==> config.mk <==
export PLATFORM = sky130hd
export DESIGN_NAME = hcp_host_flat
export DESIGN_NICKNAME = d
export VERILOG_FILES = /design/src/common/hcp_pkg.sv /design/src/common/hcp_if.sv /design/src/hcp_field_ops.sv /design/src/hcp_host.sv /design/src/flat_wrapper.sv
export SDC_FILE = /design/constraint.sdc
export NUM_CORES = 1
export LEC_CHECK = 0
export BUFFER_PORTS_ARGS = -buffer_cell sky130_fd_sc_hd__buf_4
export CAP_MARGIN = 20
export CORE_ASPECT_RATIO = 0.75
export CORE_MARGIN = 3
export CORE_UTILIZATION = 35
export DETAILED_ROUTE_END_ITERATION = 10
export GPL_ROUTABILITY_DRIVEN = 0
export GPL_TIMING_DRIVEN = 1
export HOLD_SLACK_MARGIN = 0.06
export SYNTH_ARGS = -nofsm -noshare
export SYNTH_HDL_FRONTEND = slang
export SYNTH_SLANG_ARGS = --single-unit
==> constraint.sdc <==
create_clock -name pclk -period 1.4 [get_ports pclk]
set_input_delay 0.35 -clock pclk [delete_from_list [all_inputs] [get_ports pclk]]
set_output_delay 0.35 -clock pclk [all_outputs]
set_load 0.01 [all_outputs]
==> src/common/hcp_pkg.sv <==
/*
 * shared constants of the host command port: word layout, byte counts,
 * apb register map of the host end, interrupt bits.
 * assumes a single pclk domain shared by both ends.
 */
package hcp_pkg;
   // -------------------------------------------------------------
   // port word layout
   // -------------------------------------------------------------
   localparam int HCP_WORD_W = 16;
   localparam int HCP_BYTE_W = 8;
   localparam int HCP_CD_BIT = 8;       // command/data flag position
   localparam int HCP_IE_BIT = 9;       // interrupt permission (host to board)
   localparam int HCP_BUSY_BIT = 9;     // busy (board to host)
   localparam int HCP_STB_BIT = 15;     // host byte strobe toggle
   localparam int HCP_ACK_BIT = 15;     // board byte toggle
   // -------------------------------------------------------------
   // message lengths and execute cycles
   // -------------------------------------------------------------
   localparam int HCP_CMD_LEN = 5;
   localparam int HCP_RPT_LEN = 6;
   localparam int HCP_EXEC_CYCLES = 4;
   // -------------------------------------------------------------
   // host apb registers
   // -------------------------------------------------------------
   localparam logic [7:0] HCP_OFF_OUT = 8'h00;   // host to board word shadow
   localparam logic [7:0] HCP_OFF_IN = 8'h04;    // board to host word
   localparam logic [7:0] HCP_OFF_STAT = 8'h08;  // sticky events, w1c
   localparam logic [7:0] HCP_OFF_MASK = 8'h0C;
   localparam logic [7:0] HCP_OFF_BITOP = 8'h10; // bit field write, single bit set/clear/test
   localparam int HCP_EV_NB = 0;        // board went not busy
   localparam int HCP_EV_RB = 1;        // board ack toggled: byte taken or report byte shown
   localparam logic [1:0] HCP_MASK_RST = 2'h0;
   localparam logic [15:0] HCP_WORD_RST = 16'h0000;
endpackage

==> src/common/hcp_if.sv <==
/*
 * the two 16-bit port words between host end and board end.
 * assumes both ends run on the same pclk.
 */
`timescale 1ns/1ps
`default_nettype none
interface hcp_if;
   logic [15:0] out_word;   // host to board
   logic [15:0] in_word;    // board to host
   modport host (output out_word, input in_word);
   modport board (input out_word, output in_word);
endinterface
`default_nettype wire

==> src/hcp_field_ops.sv <==
/*
 * bit field merge for the port word: writes 1..16 bits at a start bit,
 * or sets/clears one bit, and tests one bit.
 * assumes same-clock inputs, purely combinational.
 */
`timescale 1ns/1ps
`default_nettype none
module hcp_field_ops
   import hcp_pkg::*;
(
   // operands
   input wire logic [15:0] cur_word,
   input wire logic [15:0] wr_data,
   input wire logic [3:0] start_bit,
   input wire logic [4:0] bit_count,
   input wire logic single_op,
   input wire logic single_val,
   // results
   output logic [15:0] new_word,
   output logic tested_bit
);
   logic [15:0] field_mask;
   logic [15:0] shifted;
   // mask of bit_count bits from start_bit, count clamped to 1..16
   always_comb begin
      field_mask = 16'h0000;
      for (int i = 0; i < 16; i++) begin
         if ((i >= int'(start_bit)) && (i < int'(start_bit) + int'(bit_count)))
            field_mask[i] = 1'b1;
      end
      if (single_op || (bit_count == 5'h00)) begin
         field_mask = 16'h0001 << start_bit;
      end
   end
   assign shifted = single_op ? {16{single_val}} : (wr_data << start_bit);
   assign new_word = (cur_word & ~field_mask) | (shifted & field_mask);
   assign tested_bit = cur_word[start_bit];
endmodule
`default_nettype wire

==> src/hcp_host.sv <==
/*
 * host end: apb slave that shadows the host to board word and lets
 * software write bit fields, set/clear/test bits and read the board word.
 * assumes a single pclk; apb3 signalling, zero wait states.
 */
`timescale 1ns/1ps
`default_nettype none
module hcp_host
   import hcp_pkg::*;
(
   // clock and reset
   input wire logic pclk,
   input wire logic presetn,
   // apb slave
   input wire logic psel,
   input wire logic penable,
   input wire logic pwrite,
   input wire logic [7:0] paddr,
   input wire logic [31:0] pwdata,
   output logic [31:0] prdata,
   output logic pready,
   output logic pslverr,
   // interrupt to software
   output logic irq,
   // board port
   hcp_if.host port
);
   logic [15:0] out_reg, in_s1_reg, in_s2_reg, in_prev_reg;
   logic [1:0] stat_reg, mask_reg;
   logic [31:0] rdata_reg;
   logic irq_reg, err_reg;
   logic [15:0] merged;
   logic tested;
   // -------------------------------------------------------------
   // decode
   // -------------------------------------------------------------
   wire acc = psel && !penable;
   // a write lands at the access edge, where the master samples pready high
   wire wr = psel && penable && pwrite;
   wire hit_out = paddr == HCP_OFF_OUT;
   wire hit_in = paddr == HCP_OFF_IN;
   wire hit_stat = paddr == HCP_OFF_STAT;
   wire hit_mask = paddr == HCP_OFF_MASK;
   wire hit_bit = paddr == HCP_OFF_BITOP;
   wire mapped = hit_out | hit_in | hit_stat | hit_mask | hit_bit;
   wire ev_nb = in_prev_reg[HCP_BUSY_BIT] && !in_s2_reg[HCP_BUSY_BIT];
   wire ev_rb = in_prev_reg[HCP_ACK_BIT] != in_s2_reg[HCP_ACK_BIT];
   wire [1:0] ev = {ev_rb, ev_nb};

   // field layout: [15:0] data, [19:16] start, [24:20] count,
   // [28] single bit op, [29] value
   hcp_field_ops u_ops (
      .cur_word(out_reg),
      .wr_data(pwdata[15:0]),
      .start_bit(pwdata[19:16]),
      .bit_count(pwdata[24:20]),
      .single_op(pwdata[28]),
      .single_val(pwdata[29]),
      .new_word(merged),
      .tested_bit(tested)
   );

   // registers; read data and error are fetched in setup, so the single
   // access cycle already shows them; writes wait for the access edge
   always_ff @(posedge pclk or negedge presetn) begin
      if (!presetn) begin
         out_reg <= HCP_WORD_RST;
         in_s1_reg <= HCP_WORD_RST;
         in_s2_reg <= HCP_WORD_RST;
         in_prev_reg <= HCP_WORD_RST;
         stat_reg <= 2'b00;
         mask_reg <= HCP_MASK_RST;
         rdata_reg <= 32'h0000_0000;
         irq_reg <= 1'b0;
         err_reg <= 1'b0;
      end else begin
         in_s1_reg <= port.in_word;
         in_s2_reg <= in_s1_reg;
         in_prev_reg <= in_s2_reg;
         err_reg <= acc && !mapped;
         if (wr && hit_out) out_reg <= pwdata[15:0];
         if (wr && hit_bit) out_reg <= merged;
         if (wr && hit_mask) mask_reg <= pwdata[1:0];
         // set beats clear
         stat_reg <= ev | (stat_reg & ~((wr && hit_stat) ? pwdata[1:0] : 2'b00));
         irq_reg <= |(stat_reg & mask_reg);
         if (acc && !pwrite) begin
            rdata_reg <= hit_out ? {16'h0000, out_reg} :
                         hit_in ? {16'h0000, in_s2_reg} :
                         hit_stat ? {30'h0000_0000, stat_reg} :
                         hit_mask ? {30'h0000_0000, mask_reg} :
                         hit_bit ? {31'h0000_0000, tested} : 32'h0000_0000;
         end
      end
   end

   assign prdata = rdata_reg;
   assign pready = 1'b1;
   assign pslverr = err_reg;
   assign irq = irq_reg;
   assign port.out_word = out_reg;
endmodule
`default_nettype wire

==> src/flat_wrapper.sv <==
// flat-port wrapper written by rule: the top's interface ports become plain ports
module hcp_host_flat import hcp_pkg::*;
  (pclk, presetn, psel, penable, pwrite, paddr, pwdata, prdata, pready, pslverr, irq, port_out_word, port_in_word);
  hcp_if port_i ();
  input wire logic pclk;
  input wire logic presetn;
  input wire logic psel;
  input wire logic penable;
  input wire logic pwrite;
  input wire logic [7:0] paddr;
  input wire logic [31:0] pwdata;
  output logic [31:0] prdata;
  output logic pready;
  output logic pslverr;
  output logic irq;
  output wire logic [$bits(port_i.out_word)-1:0] port_out_word;
  input wire logic [$bits(port_i.in_word)-1:0] port_in_word;
  assign port_out_word = port_i.out_word;
  assign port_i.in_word = port_in_word;
  hcp_host u_core (.pclk(pclk), .presetn(presetn), .psel(psel), .penable(penable), .pwrite(pwrite), .paddr(paddr), .pwdata(pwdata), .prdata(prdata), .pready(pready), .pslverr(pslverr), .irq(irq), .port(port_i));
endmodule
==> Word level (Yosys, flattened, before mapping) <==
Index checks and enable logic that the tools add are counted.
{ "totals": {"latchBits": 0, "memories": 0, "output_inout_bits": 51, "word_cells": 123, "mem_bits_ro": 0, "ramBits": 0, "inputBits": 61, "register_bits": 102} }
{ "classes": {"shift": 2, "n_mux": 28, "order_cmp": 32, "n_reduce_logical": 34, "multipliers": 0, "eq_ne": 5, "addsub": 1, "n_div": 0, "bitwise_logic": 12} }
{ "ops": {"columns": ["operator", "count"], "rows": [
  ["$lt A5 B32 Y1 const A", 7],
  ["$lt A4 B32 Y1 const A", 4],
  ["$mux W32", 4],
  ["$lt A3 B32 Y1 const A", 2],
  ["$mux W16", 4],
  ["$and A16 B16 Y16", 2],
  ["$lt A1 B32 Y1 const A", 1],
  ["$lt A2 B32 Y1 const A", 1],
  ["$ge A4 B4 Y1 const A", 7],
  ["$logic_and A1 B1 Y1", 25],
  ["$mux W1", 18],
  ["$eq A8 B4 Y1 const B", 2],
  ["$ge A3 B4 Y1 const A", 4],
  ["$not A16 Y16", 1],
  ["$or A16 B16 Y16", 1],
  ["$shl A1 B4 Y16 const A", 1],
  ["$shl A16 B4 Y16", 1],
  ["$eq A8 B3 Y1 const B", 1],
  ["$eq A8 B5 Y1 const B", 1],
  ["$ge A1 B4 Y1 const A", 2],
  ["$ge A2 B4 Y1 const A", 2],
  ["$logic_not A8 Y1", 1],
  ["$add A4 B5 Y6", 1],
  ["$lt A4 B6 Y1 const A", 1],
  ["13 further kinds", 20]
]} }

==> Longest topological paths before layout <==
Gate-level depths: netlist (run 1).
{ "depth": {"depth_word": 9, "mapped_depth": 11, "ltp_nobuf": 10} }

==> By module <==
From an unflattened synthesis (run 1), not the netlist that was laid out.
{ "hier_totals": {"hier_cells": 445, "area_unflattened_um2": 4620.7} }
{ "by_module_without_submodules": {"columns": ["module", "cells_per_inst", "area_each_um2", "seq_area_each_um2", "n_inst"], "rows": [
  ["hcp_host", 234, 2954.1, 1801.7, 1],
  ["hcp_field_ops", 211, 1666.6, 0.0, 1]
]} }

==> Worst setup path after synthesis (run 1) <==
Ideal clock, no wire load.
{ "synth_path": {"path_type": "input port to flip-flop", "from": "input port pwdata[17]", "to": "register with a tool-made name", "t_required_ns": 1.275, "n_path_buf": 2, "arrival_time_ns": 3.030, "setup_slack_ns": -1.754, "cell_stages": 11, "setup_ns": 0.125, "path_cell_list": "buf_2 > clkbuf_1 > inv_1 > fa_1 > nor2b_1 > o21a_1 > mux2_2 > a311oi_1 > a21oi_1 > a21oi_1 > mux2_2"} }
{ "synth_lines": {"columns": ["element", "line_no", "rtl"], "rows": [
  ["start: declaration", "flat_wrapper.sv:11", "input wire logic [31:0] pwdata;"]
]} }

==> out/results.tsv, run 1 <==
stage	metric	value	unit
placement	hpwl	12300	um
detailed_routing	post_drt_wl_per_cell	20.4	um
synth	syn_avg_cell_area	9.26	um^2
detailed_routing	wl	17400	um
worst_hold_path	min_path_type	in2reg	
timing	finalHoldViolCount	0	
synth	synth_top_family_by_area	compound AO/OA/AOI/OAI gates	
cells_and_area	fillerInstances	962	
timing	slew_headroom	0.616	
worst_setup_path	start_kind	primary input	
grt	grt_max_degree	30	
timing	worstMarginPinSlew	0.576	ns
cells_and_area	ff_latch_area	1800	um^2
timing	final_max_slew_viol_count	0	
synth	synth.distinct_cells	62	
cells_and_area	stdcell_count	856	
grt	grt_pass1_vias	4830	
power	leakagePower	3.20	nW
detailed_routing	ant_nets	0	
clock_tree	cts_sinks	72	
die	fp.dieW	136	um
worst_setup_path	rrSetupSlack	-0.41	ns
worst_setup_path	path_cells	buf_8 > ha_4 > inv_2 > fa_2 > nor2b_2 > o21a_1 > mux2_4 > a311oi_2 > a21oi_2 > buf_4 > o31ai_4 > mux2_4	
die	dieArea	14100	um^2
synth	async_reset_ff_frac	1.00	
worst_setup_path	crit_buf_inv	3	
worst_setup_path	cp_data_required_time	1.67	ns
cells_and_area	syn_to_final_growth	64.1	%
grt	grt-ovfl-total	0	
die	core	12000	um^2
power	ir_drop	609	uV
worst_setup_path	slowest_delay	0.35	ns
synth	synth_area	4430	um^2
timing	timing.final.ws_setup	-0.859	ns
clock_tree	clockBufferDepth	2	
worst_setup_path	worstPathArrival	2.53	ns
timing	grt_setup_unrepaired	true	
detailed_routing	initialDrtViolationCount	486	
worst_setup_path	worstSetupPathType	in2reg	
timing	min_period	2.26	ns
synth	yosys.area_share.simple	0.157	
power	p_total	6.38	mW
synth	yosys_warnings	0	
grt	grt_usage	0.246	
die	io_pins	112	
cells_and_area	nets	755	
power	powerDensity	876	nW/um^2
synth	synthXorXnorAreaFrac	0.00395	
worst_setup_path	r2r_cells	4	
clock_tree	htreeDepth	3	
grt	grt_use_met1	0.349	
worst_setup_path	cp_top_family	compound AO/OA/AOI/OAI gates	
placement	place_inst	820	
worst_setup_path	cp_common_cell	mux2_4	
worst_hold_path	holdPathEnd	u_core.in_s1_reg[12]$_DFF_PN0_	
detailed_routing	firstDrtPassIters	5	
synth	synth-edff-count	0	
synth	synth_compound_gate_area_share	0.230	
cells_and_area	multi_input_area	2950	um^2
synth	syn_inst	479	
timing	fmax	443	MHz
detailed_routing	route.vias.total	4905	
clock_tree	cts_tree	yes	
synth	synthAdderAreaFrac	0.0158	
clock_tree	cts_root_buffer	clkbuf_16	
grt	grt_most_used_layer	met2	
synth	ys_ff_latch	72	
placement	portBuffers	89	
grt	antenna_found_initial	0	
grt	grt_pass1_wl	26300	um
run_status	violations	negative setup slack	
synth	ys.flop_type	dfrtp_1	
timing	finClkSkew	0.00469	ns
grt	met2_usage	0.363	
detailed_routing	vias_per_cell	5.73	
timing	setup_viol	36	
synth	synthMuxAreaShare	0.116	
die	fp-row-count	34	
clock_tree	clk_latency	0.33	ns
flow_run	cap_violations	0	
timing	post-route-period-util	1.61	
worst_setup_path	end_kind	flop	
synth	ys_seq_area_frac	0.406	
die	start_util	0.370	
worst_hold_path	hold_path_depth	1	
run_status	status	finished with violations	
worst_hold_path	hp-start	port_in_word[12]	
worst_setup_path	critPathMaxFanout	3	
cells_and_area	drive_above_1_share	0.526	
worst_setup_path	r2r_end	u_core.prdata[0]$_DFFE_PN0P_	
clock_tree	cts.clk_slew.worst_paths	0.06	ns
cells_and_area	num_antenna_cells	0	
detailed_routing	drc	0	
grt	met3_usage	0.0841	
timing	hold-worst-slack	0.125	ns
worst_setup_path	cpMaxStageDelayCell	fa_2	
die	die_h	103	um
clock_tree	cts-buffers-inserted	9	
## worst max path at each step
stage / end / from / slack, ns / cells after the start
global placement: flop / pwdata[17] / -1.25 / 9
detailed placement: flop / pwdata[16] / -1.31 / 11
finish: flop / pwdata[16] / -0.86 / 12
CTS: flop / pwdata[20] / -0.79 / 11
floorplan: flop / pwdata[17] / -1.19 / 11
global route: flop / pwdata[16] / -0.94 / 12
## what timing repair did
| item | 4_1_cts | 5_1_grt |
|---|---|---|
| setup buffers | 19 | 11 |
| cloned | 2 | 1 |
| setup endpoints to repair | 35 | 39 |
| resized for setup | 62 | 58 |
| hold buffers | 1 | 0 |
| endpoints found under the hold margin | 22 | 0 |
| pin swaps | 21 | 36 |
## logic make-up after synthesis
logic type                 count (synthesis)
buffers and inverters                     63
DFF                                       72
other                                      2
adders and majority gates                  5
muxes                                     31
AOI/OAI and AO/OA                        156
xor gates and xnor gates                   2
and+or+nand+nor                          148
## cells in the mapped netlist (3+ instances only)
cell type,count,area (um^2)
a211oi_1,5,37.5
a21o_1,3,22.5
a21oi_1,41,205
a22oi_1,18,135
a31oi_1,8,50.1
and2_1,5,31.3
buf_2,4,20.0
buf_4,17,128
clkbuf_1,24,90.1
dfrtp_1,72,1800
ha_1,4,50.1
inv_1,18,67.6
mux2_2,12,135
mux2i_1,4,40.0
mux4_2,15,338
nand2_1,43,161
nand2b_1,3,18.8
nand3_1,6,30.0
nor2_1,50,188
nor2b_1,6,37.5
nor3_1,18,90.1
o211ai_1,4,30.0
o21a_1,3,22.5
o21ai_0,35,175
o22ai_1,3,18.8
o31a_1,3,26.3
o31ai_1,3,22.5
## report_power, final
group / total (mW) / internal, mW / switching [mW]
Clock: 2.28 / 1.42 / 0.852
Sequential: 2.30 / 2.22 / 0.0778
Combinational: 1.80 / 0.867 / 0.934
Total: 6.38 / 4.51 / 1.86
## layout make-up
cell class              count  share of cell area
flip-flops and latches     72               0.248
well taps                 162              0.0279
inverters                  18             0.00997
multi-input cells         360               0.405
repair buffers            228               0.268
clock inverters             5             0.00774
clock buffers              11              0.0334
## worst reg2reg max path, delay by kind of cell (launching register included)
kind,cells,cell delay (ns)
muxes,2,1.08
AOI/OAI and AO/OA,1,0.08
DFF,1,0.41
and+or+nand+nor,1,0.11
## metal layers
layer	part of all wire	vias up	routed length (um)
li1	-	2167	-
met3	0.12	44	2080
met2	0.43	295	7570
met5	0	-	0
met1	0.43	2399	7480
met4	0.017	0	293
## cell usage in the layout, fill, tap and decap left out, types with 9 or more instances in the layout
| cell type | instances |
|---|---|
| conb_1 | 17 |
| nor3_1 | 11 |
| dfrtp_1 | 72 |
| buf_4 | 197 |
| a22oi_2 | 14 |
| buf_6 | 15 |
| nor2_1 | 43 |
| inv_1 | 16 |
| o21ai_0 | 22 |
| a21oi_1 | 26 |
| buf_12 | 9 |
| mux4_2 | 15 |
| clkbuf_16 | 10 |
| a21oi_2 | 15 |
| nand2_1 | 36 |
## through the flow
step                instance area (um^2)  utilization  TNS [ns]  setup slack (ns)
floorplan                           4680            -    -21.13             -1.19
CTS                                 7030        0.586    -18.26            -0.792
finish                              7280        0.607    -19.54            -0.859
global placement                    6250        0.521    -31.42             -1.25
detailed placement                  6250        0.521    -32.59             -1.31
global route                        7280        0.607    -22.19            -0.938
Power figures use the tool's default switching activity.
==> run 2, diff against run 1 <==
==> constraint.sdc (replaced) <==
create_clock -name pclk -period 1.4 [get_ports pclk]
set_input_delay 0.21 -clock pclk [delete_from_list [all_inputs] [get_ports pclk]]
set_output_delay 0.21 -clock pclk [all_outputs]
set_load 0.01 [all_outputs]
==> out/results.tsv, run 2 (synthesis gave the netlist of run 1 again) <==
stage	metric	value	unit	change
power	leakagePower	3.26	nW	+2.0%
clock_tree	htreeDepth	3		unchanged
detailed_routing	route.vias.total	4863		-0.86%
detailed_routing	wl_met2	7280	um	-3.8%
timing	post-route-period-util	1.55		-0.0589
placement	place_area	6220	um^2	-0.36%
cells_and_area	drive_above_1_share	0.516		-0.00972
die	io_pins	112		unchanged
detailed_routing	initialDrtViolationCount	465		-4.3%
run_status	violations	negative setup slack		
clock_tree	cts.clk_slew.worst_paths	0.06	ns	about the same
detailed_routing	highest_layer	met4		
cells_and_area	stdcell_count	871		+1.8%
timing	finalHoldViolCount	0		unchanged
worst_setup_path	critPathMaxFanout	3		unchanged
cells_and_area	layout_commonest_cell	buf_4		
timing	slew_headroom	0.633		+0.0168
die	die_h	103	um	unchanged
worst_setup_path	end_kind	flop		
placement	pre_cts_ws	-1.31	ns	+0.00211 ns
clock_tree	cts_tree	yes		
timing	fmax	460	MHz	+3.8%
clock_tree	cts_root_buffer	clkbuf_16		
die	dieArea	14100	um^2	unchanged
worst_setup_path	worstPathArrival	2.39	ns	-0.14 ns
worst_setup_path	path_cells	buf_8 > ha_4 > inv_2 > fa_2 > nor2b_2 > o21a_1 > buf_4 > o31a_1 > buf_4 > a211oi_2 > nor2_2 > a32o_1 > mux2_4		
grt	grt_max_degree	31		+3.3%
clock_tree	cts_sinks	72		unchanged
run_status	status	finished with violations		
timing	grt_setup_unrepaired	true		
cells_and_area	fin_area	7420	um^2	+1.9%
detailed_routing	firstDrtPassIters	5		unchanged
worst_hold_path	min_path_type	in2reg		
worst_setup_path	crit_buf_inv	4		+1
timing	final_max_slew_viol_count	0		unchanged
power	ir_drop	706	uV	+16%
clock_tree	clockBufferDepth	2		unchanged
timing	timing.final.ws_setup	-0.776	ns	+0.0825 ns
placement	portBuffers	89		unchanged
detailed_routing	wl_met1	7310	um	-2.3%
cells_and_area	num_antenna_cells	0		unchanged
worst_setup_path	cp_data_required_time	1.61	ns	-0.06 ns
die	start_util	0.370		unchanged
cells_and_area	layout_common_cells	buf_4, dfrtp_1, nor2_1		
grt	grt-ovfl-total	0		unchanged
cells_and_area	nets	770		+2.0%
detailed_routing	wl	16800	um	-3.3%
placement	hpwl	12300	um	-0.57%
grt	grt_usage	0.235		-0.0103
detailed_routing	wl_met3	2020	um	-2.8%
cells_and_area	syn_to_final_growth	67.3	%	
worst_setup_path	cp_common_cell	buf_4		
timing	worstMarginPinSlew	0.548	ns	-0.0273 ns
worst_setup_path	slowest_delay	0.31	ns	-0.04 ns
worst_setup_path	cp_top_family	compound AO/OA/AOI/OAI gates		
die	core	12000	um^2	unchanged
detailed_routing	drc	0		unchanged
worst_setup_path	cpMaxStageDelayCell	o31a_1		
die	fp-row-count	34		unchanged
clock_tree	clk_latency	0.32	ns	about the same
clock_tree	cts-buffers-inserted	9		unchanged
detailed_routing	post_drt_wl_per_cell	19.3	um	-4.9%
timing	setup_viol	35		-2.8%
placement	place_inst	817		-0.37%
grt	antenna_found_initial	0		unchanged
worst_setup_path	start_kind	primary input		
detailed_routing	ant_nets	0		unchanged
grt	grt_pass1_vias	4742		-1.8%
cells_and_area	fin_util	0.618		+0.0118
grt	grt_pass1_wl	25600	um	-2.7%
flow_run	cap_violations	0		unchanged
timing	hold-worst-slack	0.190	ns	+0.0649 ns
timing	min_period	2.18	ns	-0.0825 ns
power	powerDensity	847	nW/um^2	-3.3%
detailed_routing	vias_per_cell	5.58		-2.6%
worst_setup_path	worstSetupPathType	in2reg		
timing	finClkSkew	0.00409	ns	-0.000592 ns
die	fp.dieW	136	um	unchanged
==> run 2: cell types whose count changed in the layout (fill, tap and decap cells not counted), moves of 3 or more <==
cell,change
dlygate4sd3_1,+16
a21oi_1,-4
buf_4,+3
buf_8,-3
nand2_1,+3
nor2_1,-3
==> run 2: cell type report <==
class / instances / area (um^2)
clock buffer: 10 / 229
clock inverter: 6 / 43.8
fill: 974 / 4580
tap: 162 / 203
inverter: 18 / 72.6
sequential: 72 / 1800
multi-input combinational: 359 / 3000
timing repair buffer: 244 / 2070
==> run 2: per-stage QoR <==
| step | power, mW | TNS, ns |
|---|---|---|
| after global placement | 3.80 | -26.08 |
| after detailed placement | 3.83 | -27.48 |
| final | 6.28 | -14.49 |
| after floorplan | 3.04 | -16.27 |
| after global routing | 6.57 | -16.30 |
| after CTS | 6.15 | -11.06 |
==> run 2: worst reg2reg max path, delay by kind of cell, from the launching register on <==
kind	cells	cell delay, ns
and+or+nand+nor	1	0.14
muxes	2	1.03
AOI/OAI and AO/OA	1	0.10
DFF	1	0.39
==> run 2: what timing repair did <==
item / CTS / global route
gates resized for setup: 65 / 55
cloned: 1 / 0
setup endpoints to repair: 34 / 36
hold endpoints to repair: 40 / 0
buffers inserted: 19 / 10
pin swaps: 45 / 47
hold buffers: 17 / 0
==> run 2: worst paths after layout <==
kind	start	slack [ns]	depth (start not counted)	endpoint
max	pwdata[20]	-0.78	13	flop
min	penable	0.19	3	u_core.pslverr$_DFF_PN0_
max reg2reg	flop	-0.39	4	u_core.prdata[0]$_DFFE_PN0P_
min reg2reg	u_core.in_s1_reg[15]$_DFF_PN0_	0.35	0	u_core.in_s2_reg[15]$_DFF_PN0_
max in group asynchronous	presetn	0.58	3	u_core.prdata[9]$_DFFE_PN0P_
min in group asynchronous	presetn	0.35	2	asynchronous set/reset pin
==> run 2: per-layer routing <==
layer / global-route usage / up-vias
li1: - / 2197
met1: 0.325 / 2343
met2: 0.356 / 293
met3: 0.0962 / 30
met4: 0.0395 / 0
met5: 0 / -
==> run 2: power by group <==
group          internal (mW)  total (mW)  switching, mW  leakage (nW)
clock                   1.21        2.08          0.868         0.133
combinational          0.943        1.92          0.972          2.26
sequential              2.22        2.29         0.0719         0.867
total                   4.37        6.28           1.91          3.26
==> run 3, diff against run 2 <==
REMOVE_ABC_BUFFERS = 1   (was unset)
==> out/results.tsv, run 3 (synthesis gave the netlist of run 1 again) <==
stage	metric	value	unit	change
die	io_pins	112		unchanged
worst_setup_path	cp_data_required_time	1.67	ns	+0.06 ns
detailed_routing	initialDrtViolationCount	561		+21%
timing	fmax	466	MHz	+1.3%
timing	setup_viol	35		unchanged
grt	grt_usage	0.239		+0.00375
power	leakagePower	3.16	nW	-3.1%
timing	tns	-14.18	ns	+0.315 ns
detailed_routing	firstDrtPassIters	6		+1
timing	final_max_slew_viol_count	0		unchanged
timing	min_period	2.15	ns	-0.0281 ns
timing	grt_setup_unrepaired	true		
run_status	violations	negative setup slack		
die	start_util	0.370		unchanged
cells_and_area	layout_commonest_cell	buf_4		
cells_and_area	drive_above_1_share	0.455		-0.0613
clock_tree	clockBufferDepth	2		unchanged
placement	portBuffers	89		unchanged
detailed_routing	drc	0		unchanged
detailed_routing	route.vias.total	4888		+0.51%
timing	finClkSkew	0.00340	ns	-0.000697 ns
worst_hold_path	min_path_type	in2reg		
detailed_routing	vias_per_cell	5.68		+1.7%
cells_and_area	layout_common_cells	buf_4, dfrtp_1, nor2_1		
die	fp-row-count	34		unchanged
timing	finalHoldViolCount	0		unchanged
die	dieArea	14100	um^2	unchanged
grt	grt_max_degree	32		+3.2%
clock_tree	htreeDepth	3		unchanged
cells_and_area	syn_to_final_growth	59.5	%	
grt	grt_pass1_vias	4778		+0.76%
grt	grt_pass1_wl	26000	um	+1.4%
timing	worstMarginPinSlew	0.554	ns	+0.00542 ns
die	core	12000	um^2	unchanged
cells_and_area	nets	761		-1.2%
worst_setup_path	end_kind	flop		
flow_run	cap_violations	0		unchanged
placement	hpwl	12100	um	-1.4%
power	ir_drop	810	uV	+15%
grt	grt-ovfl-total	0		unchanged
clock_tree	cts-buffers-inserted	9		unchanged
power	powerDensity	887	nW/um^2	+4.7%
worst_setup_path	worstPathArrival	2.42	ns	+0.03 ns
worst_setup_path	critPathMaxFanout	3		unchanged
cells_and_area	fin_util	0.590		-0.0287
die	fp.dieW	136	um	unchanged
clock_tree	clk_latency	0.33	ns	about the same
timing	slew_headroom	0.630		-0.00356
clock_tree	cts_sinks	72		unchanged
detailed_routing	post_drt_wl_per_cell	19.4	um	+0.45%
die	die_h	103	um	unchanged
clock_tree	cts_tree	yes		
cells_and_area	num_antenna_cells	0		unchanged
run_status	status	finished with violations		
grt	antenna_found_initial	0		unchanged
worst_setup_path	start_kind	primary input		
clock_tree	cts.clk_slew.worst_paths	0.05	ns	about the same
detailed_routing	ant_nets	0		unchanged
detailed_routing	wl	16700	um	-0.71%
worst_setup_path	worstSetupPathType	in2reg		
timing	timing.final.ws_setup	-0.748	ns	+0.0281 ns
clock_tree	cts_root_buffer	clkbuf_16		
timing	post-route-period-util	1.53		-0.0201
[run 3: changes by cell type in the layout (fill, tap and decap cells not counted), moves of 4 or more]
cell     previous run  this run
a21oi_2            17         7
a21oi_1            22        33
buf_4             200       196
a22oi_1             6        16
nor2_1             40        46
a22oi_2            12         2
[run 3: final timing paths]
check                                                    from  slack (ns)  depth (start not counted)                             to
worst max-delay path                               pwdata[16]       -0.75                         12                           flop
worst min-delay path                                  penable        0.18                          3       u_core.pslverr$_DFF_PN0_
worst max register to register                           flop       -0.32                          4   u_core.prdata[0]$_DFFE_PN0P_
worst min register to register  u_core.in_s1_reg[3]$_DFF_PN0_        0.35                          0  u_core.in_s2_reg[3]$_DFF_PN0_
max in group asynchronous                             presetn        0.60                          3     asynchronous set/reset pin
min in group asynchronous                             presetn        0.33                          2     asynchronous set/reset pin
[run 3: critical path, stage by stage]
cell and delay (ns):
buf_8 0.08, ha_4 0.13, inv_2 0.03, fa_2 0.34
nor2b_2 0.14, o21a_1 0.18, mux2_4 0.34, a311oi_2 0.26
a21oi_1 0.13, buf_4 0.16, o31ai_4 0.22, mux2_4 0.18
[run 3: what timing repair did]
item / in CTS / in global routing
endpoints found under the setup margin: 35 / 36
gates cloned: 1 / 0
gates resized for setup: 82 / 17
buffers inserted: 10 / 3
endpoints found under the hold margin: 36 / 0
pin swaps: 40 / 10
hold buffers: 17 / 0
[run 3: power breakdown]
group,internal [mW],switching (mW)
clock,1.41,0.818
sequential,2.22,0.0744
combinational,0.854,0.891
[run 3: metrics by stage]
step | cell area [um^2] | worst slack (ns) | hold slack (ns) | cells | total power, mW
2_1_floorplan | 4250 | -1.12 | -0.0856 | 449 | 2.91
6_report | 7070 | -0.748 | 0.183 | 861 | 6.27
5_1_grt | 7070 | -0.789 | 0.218 | 861 | 6.56
4_1_cts | 6960 | -0.644 | 0.167 | 858 | 6.24
3_5_place_dp | 6090 | -1.24 | 0.134 | 818 | 3.79
3_3_place_gp | 6090 | -1.16 | 0.129 | 818 | 3.77
[run 3: cell type report]
type	instances	area (um^2)
Multi-Input combinational cell	359	2760
Inverter	18	67.6
Fill cell	1001	4920
Sequential cell	72	1800
Timing Repair Buffer	235	1950
Clock inverter	3	42.5
Tap cell	162	203
Clock buffer	12	246
[run 3: metal layers]
metal / up-vias / track usage / routed length [um]
li1: 2170 / - / -
met1: 2360 / 0.341 / 7250
met2: 314 / 0.352 / 7190
met3: 44 / 0.0783 / 1920
met4: 0 / 0.0604 / 367
met5: - / 0 / 0
